## config.mk

```make
export PLATFORM = sky130hd
export DESIGN_NAME = ebh_hold
export DESIGN_NICKNAME = d
export VERILOG_FILES = /design/src/logic/ebh_pkg.sv /design/src/logic/ebh_hold.sv /design/src/logic/ebh_sync.sv
export SDC_FILE = /design/constraint.sdc
export NUM_CORES = 1
export LEC_CHECK = 0
export BUFFER_PORTS_ARGS = -buffer_cell sky130_fd_sc_hd__clkbuf_2
export CAP_MARGIN = 30
export CORE_MARGIN = 2
export CORE_UTILIZATION = 40
export CTS_CLUSTER_SIZE = 24
export DETAILED_ROUTE_END_ITERATION = 12
export MAX_ROUTING_LAYER = met4
export SLEW_MARGIN = 15
export SYNTH_ARGS = -nofsm -noshare
export SYNTH_HDL_FRONTEND = slang
export SYNTH_SLANG_ARGS = --single-unit
export TNS_END_PERCENT = 100
```

## constraint.sdc

```tcl
create_clock -name sys_clk_in -period 1.87 [get_ports sys_clk_in]
set_input_delay 0.374 -clock sys_clk_in [delete_from_list [all_inputs] [get_ports sys_clk_in]]
set_output_delay 0.374 -clock sys_clk_in [all_outputs]
set_load 0.03 [all_outputs]
```

## src/logic/ebh_pkg.sv

```systemverilog
// Package of constants and carrier types for the external bus hold/release block
package ebh_pkg;
  localparam int ADDR_W = 24;
  localparam int DATA_W = 32;
  localparam logic ACK_RST = 1'h1;
  localparam logic STROBE_RST = 1'h1;
  localparam logic [1:0] SYNC_RST = 2'h3;
  // Request must stay low this many core periods
  localparam int HOLD_MIN_PERIODS = 2;

  // Core-side request for one primary-bus access
  typedef struct packed {
    logic write;
    logic [ADDR_W-1:0] addr;
    logic [DATA_W-1:0] wdata;
  } ebh_req_t;

  // Primary-bus pin group driven by the device
  typedef struct packed {
    logic strobe_n;
    logic rw;
    logic [ADDR_W-1:0] addr;
    logic [DATA_W-1:0] data;
  } ebh_pins_t;

  // Output enables of the pin group, high while driving
  typedef struct packed {
    logic strobe;
    logic rw;
    logic addr;
    logic data;
  } ebh_oe_t;

  typedef enum logic [1:0] {
    EBH_IDLE = 2'h0,
    EBH_ACCESS = 2'h1,
    EBH_PARK = 2'h3,
    EBH_HOLD = 2'h2
  } ebh_state_t;
endpackage : ebh_pkg

```

## src/logic/ebh_hold.sv

```systemverilog
// Primary-bus hold/release arbiter facing an external bus master
//
// What this block does
// - The request pin is taken asynchronously; a late edge may delay the answer by one cycle.
// - While hold_disable_bit is set, hold is left, the bus reclaimed and requests ignored.
// - During hold the core makes no bus access and stalls once it needs one that cannot be parked.
// - One bus write may be parked during hold; a read or a second write stalls the core.
// - Entering hold the strobe goes high first, then floats; it is driven again on exit.
// - In hold read/write, address and data float and are driven again on exit.
// - Acknowledge changes only on the core clock edge, both ways.
// - Acknowledge goes low after request low and rises one cycle after the synchronised request rises.
`timescale 1ns/100ps
`default_nettype none
module ebh_hold (
  input wire logic sys_clk_in,
  input wire logic rstn_in,
  input wire logic ce_in,
  input wire logic bus_req_n_in,
  input wire logic hold_disable_bit_in,
  input wire logic core_req_valid_in,
  input wire ebh_pkg::ebh_req_t core_req_in,
  output logic core_req_ready_out,
  output logic core_stall_out,
  output logic bus_grant_ack_n_out,
  output ebh_pkg::ebh_pins_t pins_out,
  output ebh_pkg::ebh_oe_t pins_oe_out
);
  // =====================================================
  // Request synchronisation
  logic req_sync_n;

  ebh_sync u_sync (
    .sys_clk_in(sys_clk_in),
    .rstn_in(rstn_in),
    .ce_in(ce_in),
    .async_in(bus_req_n_in),
    .sync_out(req_sync_n)
  );

  // =====================================================
  // Arbiter state
  ebh_pkg::ebh_state_t state;
  ebh_pkg::ebh_state_t next_state;
  ebh_pkg::ebh_pins_t pins;
  ebh_pkg::ebh_pins_t next_pins;
  ebh_pkg::ebh_oe_t oe;
  ebh_pkg::ebh_oe_t next_oe;
  logic ack_n;
  logic next_ack_n;
  logic parked;
  logic next_parked;
  ebh_pkg::ebh_req_t park_req;
  ebh_pkg::ebh_req_t next_park_req;
  logic ready;
  logic next_ready;
  logic stall;
  logic next_stall;

  function automatic logic want_hold(input logic rq_n, input logic dis);
    want_hold = !rq_n && !dis;
  endfunction : want_hold

  // Start one single-cycle access with strobe low
  function automatic ebh_pkg::ebh_pins_t start_access(input ebh_pkg::ebh_req_t r);
    start_access.strobe_n = 1'h0;
    start_access.rw = !r.write;
    start_access.addr = r.addr;
    start_access.data = r.wdata;
  endfunction : start_access

  always_comb begin
    next_state = state;
    next_pins = pins;
    next_oe = oe;
    next_ack_n = ack_n;
    next_parked = parked;
    next_park_req = park_req;
    next_ready = 1'h0;
    next_stall = 1'h0;
    if (ce_in) begin
      case (state)
        ebh_pkg::EBH_IDLE: begin
          if (want_hold(req_sync_n, hold_disable_bit_in)) begin
            // Strobe is already high and driven here; float next
            next_state = ebh_pkg::EBH_PARK;
          end else if (core_req_valid_in) begin
            next_pins = start_access(core_req_in);
            next_ready = 1'h1;
            next_state = ebh_pkg::EBH_ACCESS;
          end
        end
        ebh_pkg::EBH_ACCESS: begin
          // Access always completes before hold is considered
          next_pins.strobe_n = 1'h1;
          next_state = ebh_pkg::EBH_IDLE;
        end
        ebh_pkg::EBH_PARK: begin
          if (hold_disable_bit_in) begin
            // Disable wins even after the grant was decided; nothing has floated yet
            next_state = ebh_pkg::EBH_IDLE;
          end else begin
            next_oe = '0;
            next_ack_n = 1'h0;
            next_state = ebh_pkg::EBH_HOLD;
          end
        end
        ebh_pkg::EBH_HOLD: begin
          if (!want_hold(req_sync_n, hold_disable_bit_in)) begin
            next_ack_n = 1'h1;
            next_oe = '1;
            next_state = ebh_pkg::EBH_IDLE;
          end else if (core_req_valid_in) begin
            if (core_req_in.write && !parked) begin
              next_parked = 1'h1;
              next_park_req = core_req_in;
              next_ready = 1'h1;
            end else begin
              next_stall = 1'h1;
            end
          end
        end
        default: begin
          next_state = ebh_pkg::EBH_IDLE;
        end
      endcase
      // Parked write drains first once the bus is back
      if (state == ebh_pkg::EBH_IDLE && parked && !want_hold(req_sync_n, hold_disable_bit_in)) begin
        next_pins = start_access(park_req);
        next_parked = 1'h0;
        next_ready = 1'h0;
        next_state = ebh_pkg::EBH_ACCESS;
      end
    end else begin
      next_ready = ready;
      next_stall = stall;
    end
  end

  always_ff @(posedge sys_clk_in or negedge rstn_in) begin
    if (!rstn_in) begin
      state <= ebh_pkg::EBH_IDLE;
      pins <= '{strobe_n: ebh_pkg::STROBE_RST, rw: 1'h1, addr: '0, data: '0};
      oe <= '1;
      ack_n <= ebh_pkg::ACK_RST;
      parked <= 1'h0;
      park_req <= '0;
      ready <= 1'h0;
      stall <= 1'h0;
    end else begin
      state <= next_state;
      pins <= next_pins;
      oe <= next_oe;
      ack_n <= next_ack_n;
      parked <= next_parked;
      park_req <= next_park_req;
      ready <= next_ready;
      stall <= next_stall;
    end
  end

  assign core_req_ready_out = ready;
  assign core_stall_out = stall;
  assign bus_grant_ack_n_out = ack_n;
  assign pins_out = pins;
  assign pins_oe_out = oe;

  // =====================================================
  // Assertions
  property p_ack_needs_float;
    @(posedge sys_clk_in) disable iff (!rstn_in)
      !ack_n |-> (oe == '0);
  endproperty
  a_ack_needs_float: assert property (p_ack_needs_float) else $error("Ack low while bus driven");

  property p_strobe_high_before_float;
    @(posedge sys_clk_in) disable iff (!rstn_in)
      $fell(oe.strobe) |-> $past(pins.strobe_n) && pins.strobe_n;
  endproperty
  a_strobe_high_before_float: assert property (p_strobe_high_before_float) else $error("Strobe floated low");

  property p_disable_releases;
    @(posedge sys_clk_in) disable iff (!rstn_in)
      (ce_in && hold_disable_bit_in && state == ebh_pkg::EBH_HOLD) |=> ack_n && (oe == '1);
  endproperty
  a_disable_releases: assert property (p_disable_releases) else $error("Hold kept while disabled");

  property p_no_grant_when_disabled;
    @(posedge sys_clk_in) disable iff (!rstn_in)
      (hold_disable_bit_in && ack_n) |=> ack_n;
  endproperty
  a_no_grant_when_disabled: assert property (p_no_grant_when_disabled) else $error("Grant while disabled");

  property p_no_access_in_hold;
    @(posedge sys_clk_in) disable iff (!rstn_in)
      !ack_n |-> pins.strobe_n;
  endproperty
  a_no_access_in_hold: assert property (p_no_access_in_hold) else $error("Access during hold");

  property p_grant_latency;
    @(posedge sys_clk_in) disable iff (!rstn_in)
      (ce_in && state == ebh_pkg::EBH_IDLE && !parked && !req_sync_n && !hold_disable_bit_in)
        ##1 (ce_in && !hold_disable_bit_in)
        |=> !ack_n;
  endproperty
  a_grant_latency: assert property (p_grant_latency) else $error("Grant late");

  property p_release_latency;
    @(posedge sys_clk_in) disable iff (!rstn_in)
      (ce_in && !ack_n && state == ebh_pkg::EBH_HOLD && req_sync_n) |=> ack_n;
  endproperty
  a_release_latency: assert property (p_release_latency) else $error("Release late");

  property p_access_completes;
    @(posedge sys_clk_in) disable iff (!rstn_in)
      (state == ebh_pkg::EBH_ACCESS) |-> ack_n && !pins.strobe_n && oe.strobe;
  endproperty
  a_access_completes: assert property (p_access_completes) else $error("Access cut short");

  property p_second_write_stalls;
    @(posedge sys_clk_in) disable iff (!rstn_in)
      (ce_in && state == ebh_pkg::EBH_HOLD && parked && core_req_valid_in && !req_sync_n
        && !hold_disable_bit_in) |=> stall && !ready;
  endproperty
  a_second_write_stalls: assert property (p_second_write_stalls) else $error("Second write not stalled");

  c_hold: cover property (@(posedge sys_clk_in) disable iff (!rstn_in) $fell(ack_n));
  c_release: cover property (@(posedge sys_clk_in) disable iff (!rstn_in) $rose(ack_n));
  c_park: cover property (@(posedge sys_clk_in) disable iff (!rstn_in) $rose(parked));
  c_stall: cover property (@(posedge sys_clk_in) disable iff (!rstn_in) stall);
endmodule : ebh_hold
`default_nettype wire

```

## src/logic/ebh_sync.sv

```systemverilog
// Two-stage synchroniser for the asynchronous bus request pin
`timescale 1ns/100ps
`default_nettype none
module ebh_sync (
  input wire logic sys_clk_in,
  input wire logic rstn_in,
  input wire logic ce_in,
  input wire logic async_in,
  output logic sync_out
);
  logic [1:0] stage;
  logic [1:0] next_stage;

  always_comb begin
    next_stage = stage;
    if (ce_in) begin
      next_stage = {stage[0], async_in};
    end
  end

  always_ff @(posedge sys_clk_in or negedge rstn_in) begin
    if (!rstn_in) begin
      stage <= ebh_pkg::SYNC_RST;
    end else begin
      stage <= next_stage;
    end
  end

  assign sync_out = stage[1];
endmodule : ebh_sync
`default_nettype wire

```

==> results of run 1 <==
per-stage QoR:
| stage | utilization | hold WS (ns) | instance area, sq um | TNS, ns | cells |
|---|---|---|---|---|---|
| 3_3_place_gp | 0.4764 | 0.3402 | 6309 | 0 | 652 |
| 2_1_floorplan | - | 0.07841 | 5418 | 0 | 358 |
| 3_5_place_dp | 0.4764 | 0.3417 | 6309 | -0.1789 | 652 |
| 4_1_cts | 0.5168 | 0.1785 | 6844 | 0 | 685 |
| 6_report | 0.5201 | 0.1994 | 6888 | 0 | 688 |
| 5_1_grt | 0.5201 | 0.1817 | 6888 | 0 | 688 |
repair_timing:
item / CTS / global route
hold buffers: 1 / 0
buffers inserted: 0 / 2
setup endpoints to repair: 0 / 52
resized for setup: 0 / 1
endpoints found under the hold margin: 23 / 0
area by class of cell:
type / count / area (sq um) / share of cell area
clock buffers: 29 / 510.5 / 0.07411
flip-flops and latches: 123 / 3085 / 0.4480
well taps: 176 / 220.2 / 0.03197
repair buffers: 147 / 874.6 / 0.1270
inverters: 5 / 18.77 / 0.002725
multi-input cells: 205 / 2163 / 0.3141
clock inverters: 3 / 15.01 / 0.002180
sequential cells by signal (all words and copies together), names as in the netlist:
register,flops
pins_out,58
core_stall_out,1
core_req_ready_out,1
u_sync.stage,2
pins_oe_out,1
parked,1
state,2
park_req,57
power groups by stage:
stage	clock, mW	combinational [mW]	sequential (mW)
after floorplan	0	1.02	5.21
after global placement	0	3.19	4.01
after detailed placement	0	3.26	4.06
after CTS	2.98	3.27	4.02
after global routing	3.11	3.46	4.13
final	2.89	3.23	4.01
critical path: cells and delay by family, from the launching register on:
kind | cells | cell delay [ns]
multiplexers | 1 | 0.34
buffers and inverters | 2 | 0.36
AND/OR/NAND/NOR | 2 | 0.55
flip-flops | 1 | 0.38
logic make-up after synthesis:
kind of cell | after synthesis | synth area share
and+or+nand+nor | 20 | 0.02379
DFF | 123 | 0.5693
AOI/OAI and AO/OA | 14 | 0.01778
buffers and inverters | 30 | 0.03372
muxes | 171 | 0.3554
final timing paths:
kind / depth (start not counted) / endpoint / start
setup / recovery: 5 / pins_out[14] / state[1]
hold / removal: 2 / park_req[54] / core_req_in[54]
setup reg to reg: 5 / pins_out[14] / state[1]
hold reg to reg: 1 / park_req[56] / park_req[56]
max in group asynchronous: 3 / park_req[53] / rstn_in
min in group asynchronous: 2 / pins_out[50] / rstn_in
synth_stat cells, types with 3 or more instances:
cell type	n
dfstp_2	5
dfrtp_1	118
buf_6	5
o21ai_0	3
clkbuf_1	8
buf_2	5
inv_1	5
mux2_1	61
nor2_1	4
buf_4	7
nand3b_1	3
mux2_2	110
layer usage:
metal | track usage | vias up | share of wire
met3 | 0.05943 | 16 | 0.053
met2 | 0.2652 | 79 | 0.49
met1 | 0.1941 | 1737 | 0.44
li1 | - | 1566 | -
met4 | 0.05887 | 0 | 0.013
met5 | - | - | 0
cells in the final DEF (no fill, tap or decap), drive strengths merged, types with 2 or more instances in the layout:
cell	Yosys	final
dfstp	5	5
mux2	171	171
nor2	4	4
or2	2	2
buf	17	19
clkbuf	8	156
nor2b	2	2
nand3b	3	3
nor3	3	3
dfrtp	118	118
o22ai	2	2
o21ai	3	3
a21o	2	2
inv	5	5
clkinv	0	3
==> impl_metrics.toml, run 1 <==
[timing]
slew_viol_final = 0
rsz0062_at_grt = "no"
min_period_ns = 1.756
clock.fmax_mhz = 569.5
fin_skew_ns = 0.006542
setup_slack_ns = 0.1140
fin_crit_sh = 0.9390
hold_viol_final = 0
worst_slew_pin_slew_ns = 0.4135
relSlewSlack = 0.7243
setup_violations = 0

[final_layout]
area_delta_synth_final_pct = 27.14
fill_cells = 1195
diodes = 0
final_layout_size_suffix_gt1_frac = 0.5664
fin_nets = 562

[die]
core_sq_um = 13240
die_area_sq_um = 14490
die_width_um = 120.4
rows = 42
die_h_um = 120.4
start_util = 0.4091
pin_count = 128

[drt]
drtPass1Iterations = 4
first_iter_violations = 129
vias_per_cell = 4.939
vias = 3398
routedWlPerCell_um = 16.23
drc_errors = 0
wirelength_um = 11170
ant_nets = 0

[critical_path]
slowest_stage = "or3b_4"
endpoint_kind = "flip-flop"
critPathMaxStageDelay_ns = 0.42
path_cells = "or3b_4, nor3_4, buf_4, clkbuf_16, mux2_1"
critPathMaxFanout = 20
r2r_slack_ns = 0.11
start_kind = "flip-flop"
arrival_ns = 2.04
path_class = "reg -> reg"
crit_required_ns = 2.15

[yosys]
synth_area_leader_cell = "dfrtp_1"
syn-instance-count = 358
synth_flop_cell = "dfrtp_1"
yosys_register_bits = 123
synthDistinctLibCells = 32
synth_edf_count = 0
synth.avg_cell_area_sq_um = 15.13
ys_seq_area_frac = 0.5693
netlist.area_leader.share = 0.5450
synth.area.top_cells = "dfrtp_1 (55%), mux2_2 (23%), mux2_1 (13%)"
synth_nets = 421
synthArstFlopShare = 1.000
syn-cell-area_sq_um = 5418
ys_warn_count = 0

[place]
dp_hpwl_um = 7416
gp_congestion = 0.7009
dp_slack_ns = -0.02408
port_buffers = 127

[cts]
root_buffer = "clkbuf_16"
cts_sinks = 123
cts_tree = "done"
cts_buffer_depth = 2
clk_latency_ns = 0.41
cts_buffers = 17
h-tree-depth = 4
cts.reportedPaths.clkPinSlew_ns = 0.05

[global_route]
grt-ovfl-total = 0
grt_max_degree = 57
track_usage = 0.1658
grt_pass1_wl_um = 18060
grt_antenna_before_repair = 0
grt_pass1_vias = 3652

[pwr]
intPower_mw = 6.563
p_leak_nw = 3.310
switching_share = 0.3528
power_frac_seq = 0.396
power_switching_mw = 3.577
ir_drop_v = 0.0007729
power.density_nw_per_um2 = 1472
power.total_mw = 10.14
p_clk_frac = 0.285
p_comb_frac = 0.319

[run]
max_cap_viol_count = 0

[run_status]
outcome = "complete, no violations"

[hold_path]
min_path_type = "in -> reg"
Power figures use the tool's default switching activity.
==> inputs of run 2 (changes only) <==
CORE_UTILIZATION = 48   (was 40)
PLACE_DENSITY = 0.75   (was default)
REMOVE_ABC_BUFFERS = 1   (was default)
==> run 2 against run 1 <==
Effect of this change: flip-flop and latch count stayed put; non-clock buffer count stayed put; clock skew is 0.0020 ns higher; via count is 0.26% lower; highest routed layer unchanged.
==> impl_metrics.toml, run 2 (same netlist as run 1, synthesis figures left out) <==
[drt]
routedWlPerCell_um = 16.46
drc_errors = 0
vias = 3389
ant_nets = 0
drtPass1Iterations = 6
vias_per_cell = 5.198
wirelength_um = 10730
first_iter_violations = 148

[final_layout]
layout_common_cells = "clkbuf_2 (126), dfrtp_1 (117), mux2_2 (110)"
largest_reg_flops = 58
fill_cells = 840
finalInstanceArea_sq_um = 7025
seqCellArea_sq_um = 3085
multi_input_area_sq_um = 2163
layout_commonest_cell = "clkbuf_2"
final_cells = 652
final_layout_size_suffix_gt1_frac = 0.5781
diodes = 0
fin_nets = 562
area_delta_synth_final_pct = 29.68

[critical_path]
endpoint_kind = "flip-flop"
arrival_ns = 2.06
start_kind = "flip-flop"
path_class = "reg -> reg"
r2r-start = "state[1]"
r2r_slack_ns = 0.09
r2r_cells = 4
crit_required_ns = 2.15
r2r_end = "pins_out[53]"
critPathMaxFanout = 26

[timing]
fin_tns_setup_ns = 0
setup_slack_ns = 0.08828
slew_viol_final = 0
rsz0062_at_grt = "no"
relSlewSlack = 0.7798
hold_viol_final = 0
setup_violations = 0
clock.fmax_mhz = 561.3
fin_crit_sh = 0.9528
worst_slew_pin_slew_ns = 0.3303
fin_skew_ns = 0.008528
min_period_ns = 1.782

[die]
rows = 38
core_sq_um = 10940
start_util = 0.4954
die_width_um = 110.2
pin_count = 128
die_h_um = 110.2
die_area_sq_um = 12150

[cts]
cts_resized = 0
cts_buffer_depth = 2
cts_buffers = 17
clk_latency_ns = 0.40
root_buffer = "clkbuf_16"
cts_sinks = 123
cts_tree = "done"
cts.reportedPaths.clkPinSlew_ns = 0.05
h-tree-depth = 4

[hold_path]
min_from = "core_req_in[54]"
hold_end = "park_req[54]"
min_path_type = "in -> reg"
min_path_cells = 2

[place]
port_buffers = 127
place_inst = 616
dp_hpwl_um = 7099
place_area_sq_um = 6276
dp_slack_ns = -0.03189
gp_congestion = 0.8428

[global_route]
grt_pass1_wl_um = 17040
grt-ovfl-total = 0
grt_pass1_vias = 3496
grt_antenna_before_repair = 0
track_usage = 0.1917
grt_max_degree = 60

[pwr]
ir_drop_v = 0.0008365
power.density_nw_per_um2 = 1577
power.total_mw = 11.08
p_leak_nw = 3.386

[run]
max_cap_viol_count = 0

[run_status]
outcome = "complete, no violations"
-- run 2: cell types whose count changed in the layout (fill, tap and decap cells not counted), sizes merged --
cell	delta
clkbuf	-8
bufinv	+7
clkinvlp	+2
clkinv	-1
-- run 2: critical path: stages, from the launching register on --
cell and delay, ns:
dfrtp_1 0.39, or3b_4 0.42, nor3_4 0.25, buf_12 0.24
mux2_2 0.36
-- run 2: through the flow --
stage          utilization  hold WS, ns
3_3_place_gp        0.5739       0.2313
2_1_floorplan            -      0.07841
3_5_place_dp        0.5739       0.2313
5_1_grt             0.6424       0.1914
4_1_cts             0.6388       0.1925
6_report            0.6424       0.2091
-- run 2: layout make-up --
class,instances,area share
clock inverters,11,0.03402
repair buffers,147,0.1257
multi-input cells,205,0.3079
inverters,5,0.002671
well taps,140,0.02493
flip-flops and latches,123,0.4392
clock buffers,21,0.06554
-- run 2: routing by layer --
layer | routed length, um | vias to the layer above | global-route usage | share of wire
li1 | - | 1571 | - | -
met1 | 4816 | 1712 | 0.2326 | 0.45
met2 | 5233 | 98 | 0.3050 | 0.49
met3 | 593 | 8 | 0.05996 | 0.055
met4 | 86 | 0 | 0.06696 | 0.0080
met5 | 0 | - | - | 0
-- run 2: worst max path at each step --
| stage | start | depth (start not counted) | slack (ns) | end |
|---|---|---|---|---|
| finish | state[1] | 4 | 0.09 | pins_out[53] |
| global route | state[0] | 6 | 0.03 | park_req[6] |
| CTS | state[1] | 4 | 0.02 | pins_out[53] |
| detailed placement | ce_in | 5 | -0.03 | pins_out[3] |
| global placement | ce_in | 5 | -0.02 | pins_out[3] |
| floorplan | parked | 3 | -2.63 | pins_out[0] |
-- run 2: report_power, final --
group | internal (mW) | switching, mW | total (mW) | leakage, nW
sequential | 3.55 | 0.460 | 4.01 | 1.55
clock | 2.71 | 1.11 | 3.82 | 0.333
combinational | 1.18 | 2.07 | 3.24 | 1.50
total | 7.44 | 3.64 | 11.1 | 3.39
-- run 2: timing repair --
| action | CTS | global route |
|---|---|---|
| hold endpoints to repair | 10 | 0 |
| hold buffers | 1 | 0 |
| setup buffers | 0 | 2 |
| endpoints found under the setup margin | 0 | 57 |
==> inputs of run 3 (changes only) <==
CORE_ASPECT_RATIO = 1.75   (was default)
PLACE_DENSITY = 0.82   (was 0.75)
==> run 3 against run 2 <==
Effect of this change: non-clock buffer count is 1 lower; combinational power up 1%; flip-flop and latch count stayed put; design area is 1.3% lower; sequential share of layout area rose by 0.57 points; critical path type unchanged; critical endpoint is now pins_out[7]; largest cell class unchanged; largest power group unchanged.
==> impl_metrics.toml, run 3 (same netlist as run 1, synthesis figures left out) <==
[cts]
clk_latency_ns = 0.40
cts_buffer_depth = 2
cts_tree = "done"
h-tree-depth = 4
cts_buffers = 17
cts_resized = 0
cts.reportedPaths.clkPinSlew_ns = 0.05
cts_sinks = 123
root_buffer = "clkbuf_16"

[final_layout]
area_delta_synth_final_pct = 28.01
final_core_util = 0.6282
multi_input_area_sq_um = 2163
layout_commonest_cell = "clkbuf_2"
final_layout_size_suffix_gt1_frac = 0.5793
seqCellArea_sq_um = 3085
layout_common_cells = "clkbuf_2 (126), dfrtp_1 (117), mux2_2 (110)"
final_cells = 643
diodes = 0
fill_cells = 835
largest_reg_flops = 58
fin_nets = 561

[critical_path]
r2r_slack_ns = 0.09
slowest_stage = "or3b_4"
arrival_ns = 2.06
critPathMaxStageDelay_ns = 0.40
cpLargestDelayFamily = "simple AND/OR/NAND/NOR gates"
crit_buf_inv = 2
cpMostUsedCell = "buf_12"
crit_required_ns = 2.15
endpoint_kind = "flip-flop"
path_class = "reg -> reg"
start_kind = "flip-flop"
path_cells = "or3b_4, nor3_4, buf_12, buf_12, mux2_2"
critPathMaxFanout = 27

[die]
pin_count = 128
die_h_um = 144.5
die_area_sq_um = 12190
core_sq_um = 11040
rows = 51
start_util = 0.4908
die_width_um = 84.31

[timing]
min_period_ns = 1.780
clock.fmax_mhz = 561.7
setup_slack_ns = 0.08981
fin_crit_sh = 0.9520
fin_tns_setup_ns = 0
rsz0062_at_grt = "no"
setup_violations = 0
relSlewSlack = 0.6809
worst_slew_pin_slew_ns = 0.4768
fin_skew_ns = 0.008775
hold_viol_final = 0
slew_viol_final = 0

[place]
dp_slack_ns = -0.02132
place_inst = 608
gp_congestion = 0.8597
dp_hpwl_um = 7693
port_buffers = 127

[drt]
vias = 3456
drtPass1Iterations = 4
drc_errors = 0
vias_per_cell = 5.375
wirelength_um = 11260
ant_nets = 0
first_iter_violations = 134
routedWlPerCell_um = 17.51

[pwr]
power.density_nw_per_um2 = 1514
p_leak_nw = 3.336
ir_drop_v = 0.001001

[global_route]
grt-ovfl-total = 0
grt_antenna_before_repair = 0
track_usage = 0.1975
grt_pass1_vias = 3813
grt_max_degree = 66
grt_pass1_wl_um = 18370

[run_status]
outcome = "complete, no violations"

[hold_path]
min_path_type = "in -> reg"

[run]
max_cap_viol_count = 0
run 3: cell types whose count changed in the layout (fill, tap and decap cells not counted), sizes merged:
cell / change
buf: -1
bufinv: -5
clkinv: +3
clkinvlp: +2
run 3: cell type report:
class / count / area share
inverter: 5 / 0.002706
timing repair buffer: 146 / 0.1317
tap: 132 / 0.02381
sequential: 123 / 0.4449
clock buffer: 21 / 0.06783
clock inverter: 11 / 0.01714
multi-input combinational: 205 / 0.3119
run 3: layer usage:
layer / global-route usage / vias to the layer above / share of wire
li1: - / 1565 / -
met1: 0.2157 / 1782 / 0.38
met2: 0.3446 / 91 / 0.57
met3: 0.04338 / 18 / 0.035
met4: 0.08659 / 0 / 0.020
met5: - / - / 0
run 3: path summary, 6_finish.rpt:
path	start	to	cells past startpoint
worst max-delay path	state[0]	pins_out[7]	5
worst min-delay path	core_req_in[42]	park_req[42]	2
worst max register to register	state[0]	pins_out[7]	5
worst min register to register	park_req[56]	park_req[56]	1
max in group asynchronous	rstn_in	pins_out[23]	3
min in group asynchronous	rstn_in	park_req[9]	2
run 3: through the flow:
step,hold slack (ns),total power [mW],instance area (sq um)
6_report,0.2069,10.50,6935
5_1_grt,0.1933,11.01,6935
4_1_cts,0.1904,10.61,6890
3_5_place_dp,0.3045,7.356,6291
3_3_place_gp,0.2922,7.208,6291
2_1_floorplan,0.07841,6.163,5254
run 3: power by group:
part | leakage [nW] | internal, mW | switching [mW]
Clock | 0.281 | 2.06 | 1.14
Sequential | 1.55 | 3.55 | 0.474
Combinational | 1.50 | 1.19 | 2.08
Total | 3.34 | 6.81 | 3.70
run 3: repair_timing:
item / CTS / global route
setup endpoints to repair: 0 / 8
hold endpoints to repair: 22 / 0
setup buffers: 0 / 1
hold buffers: 1 / 0
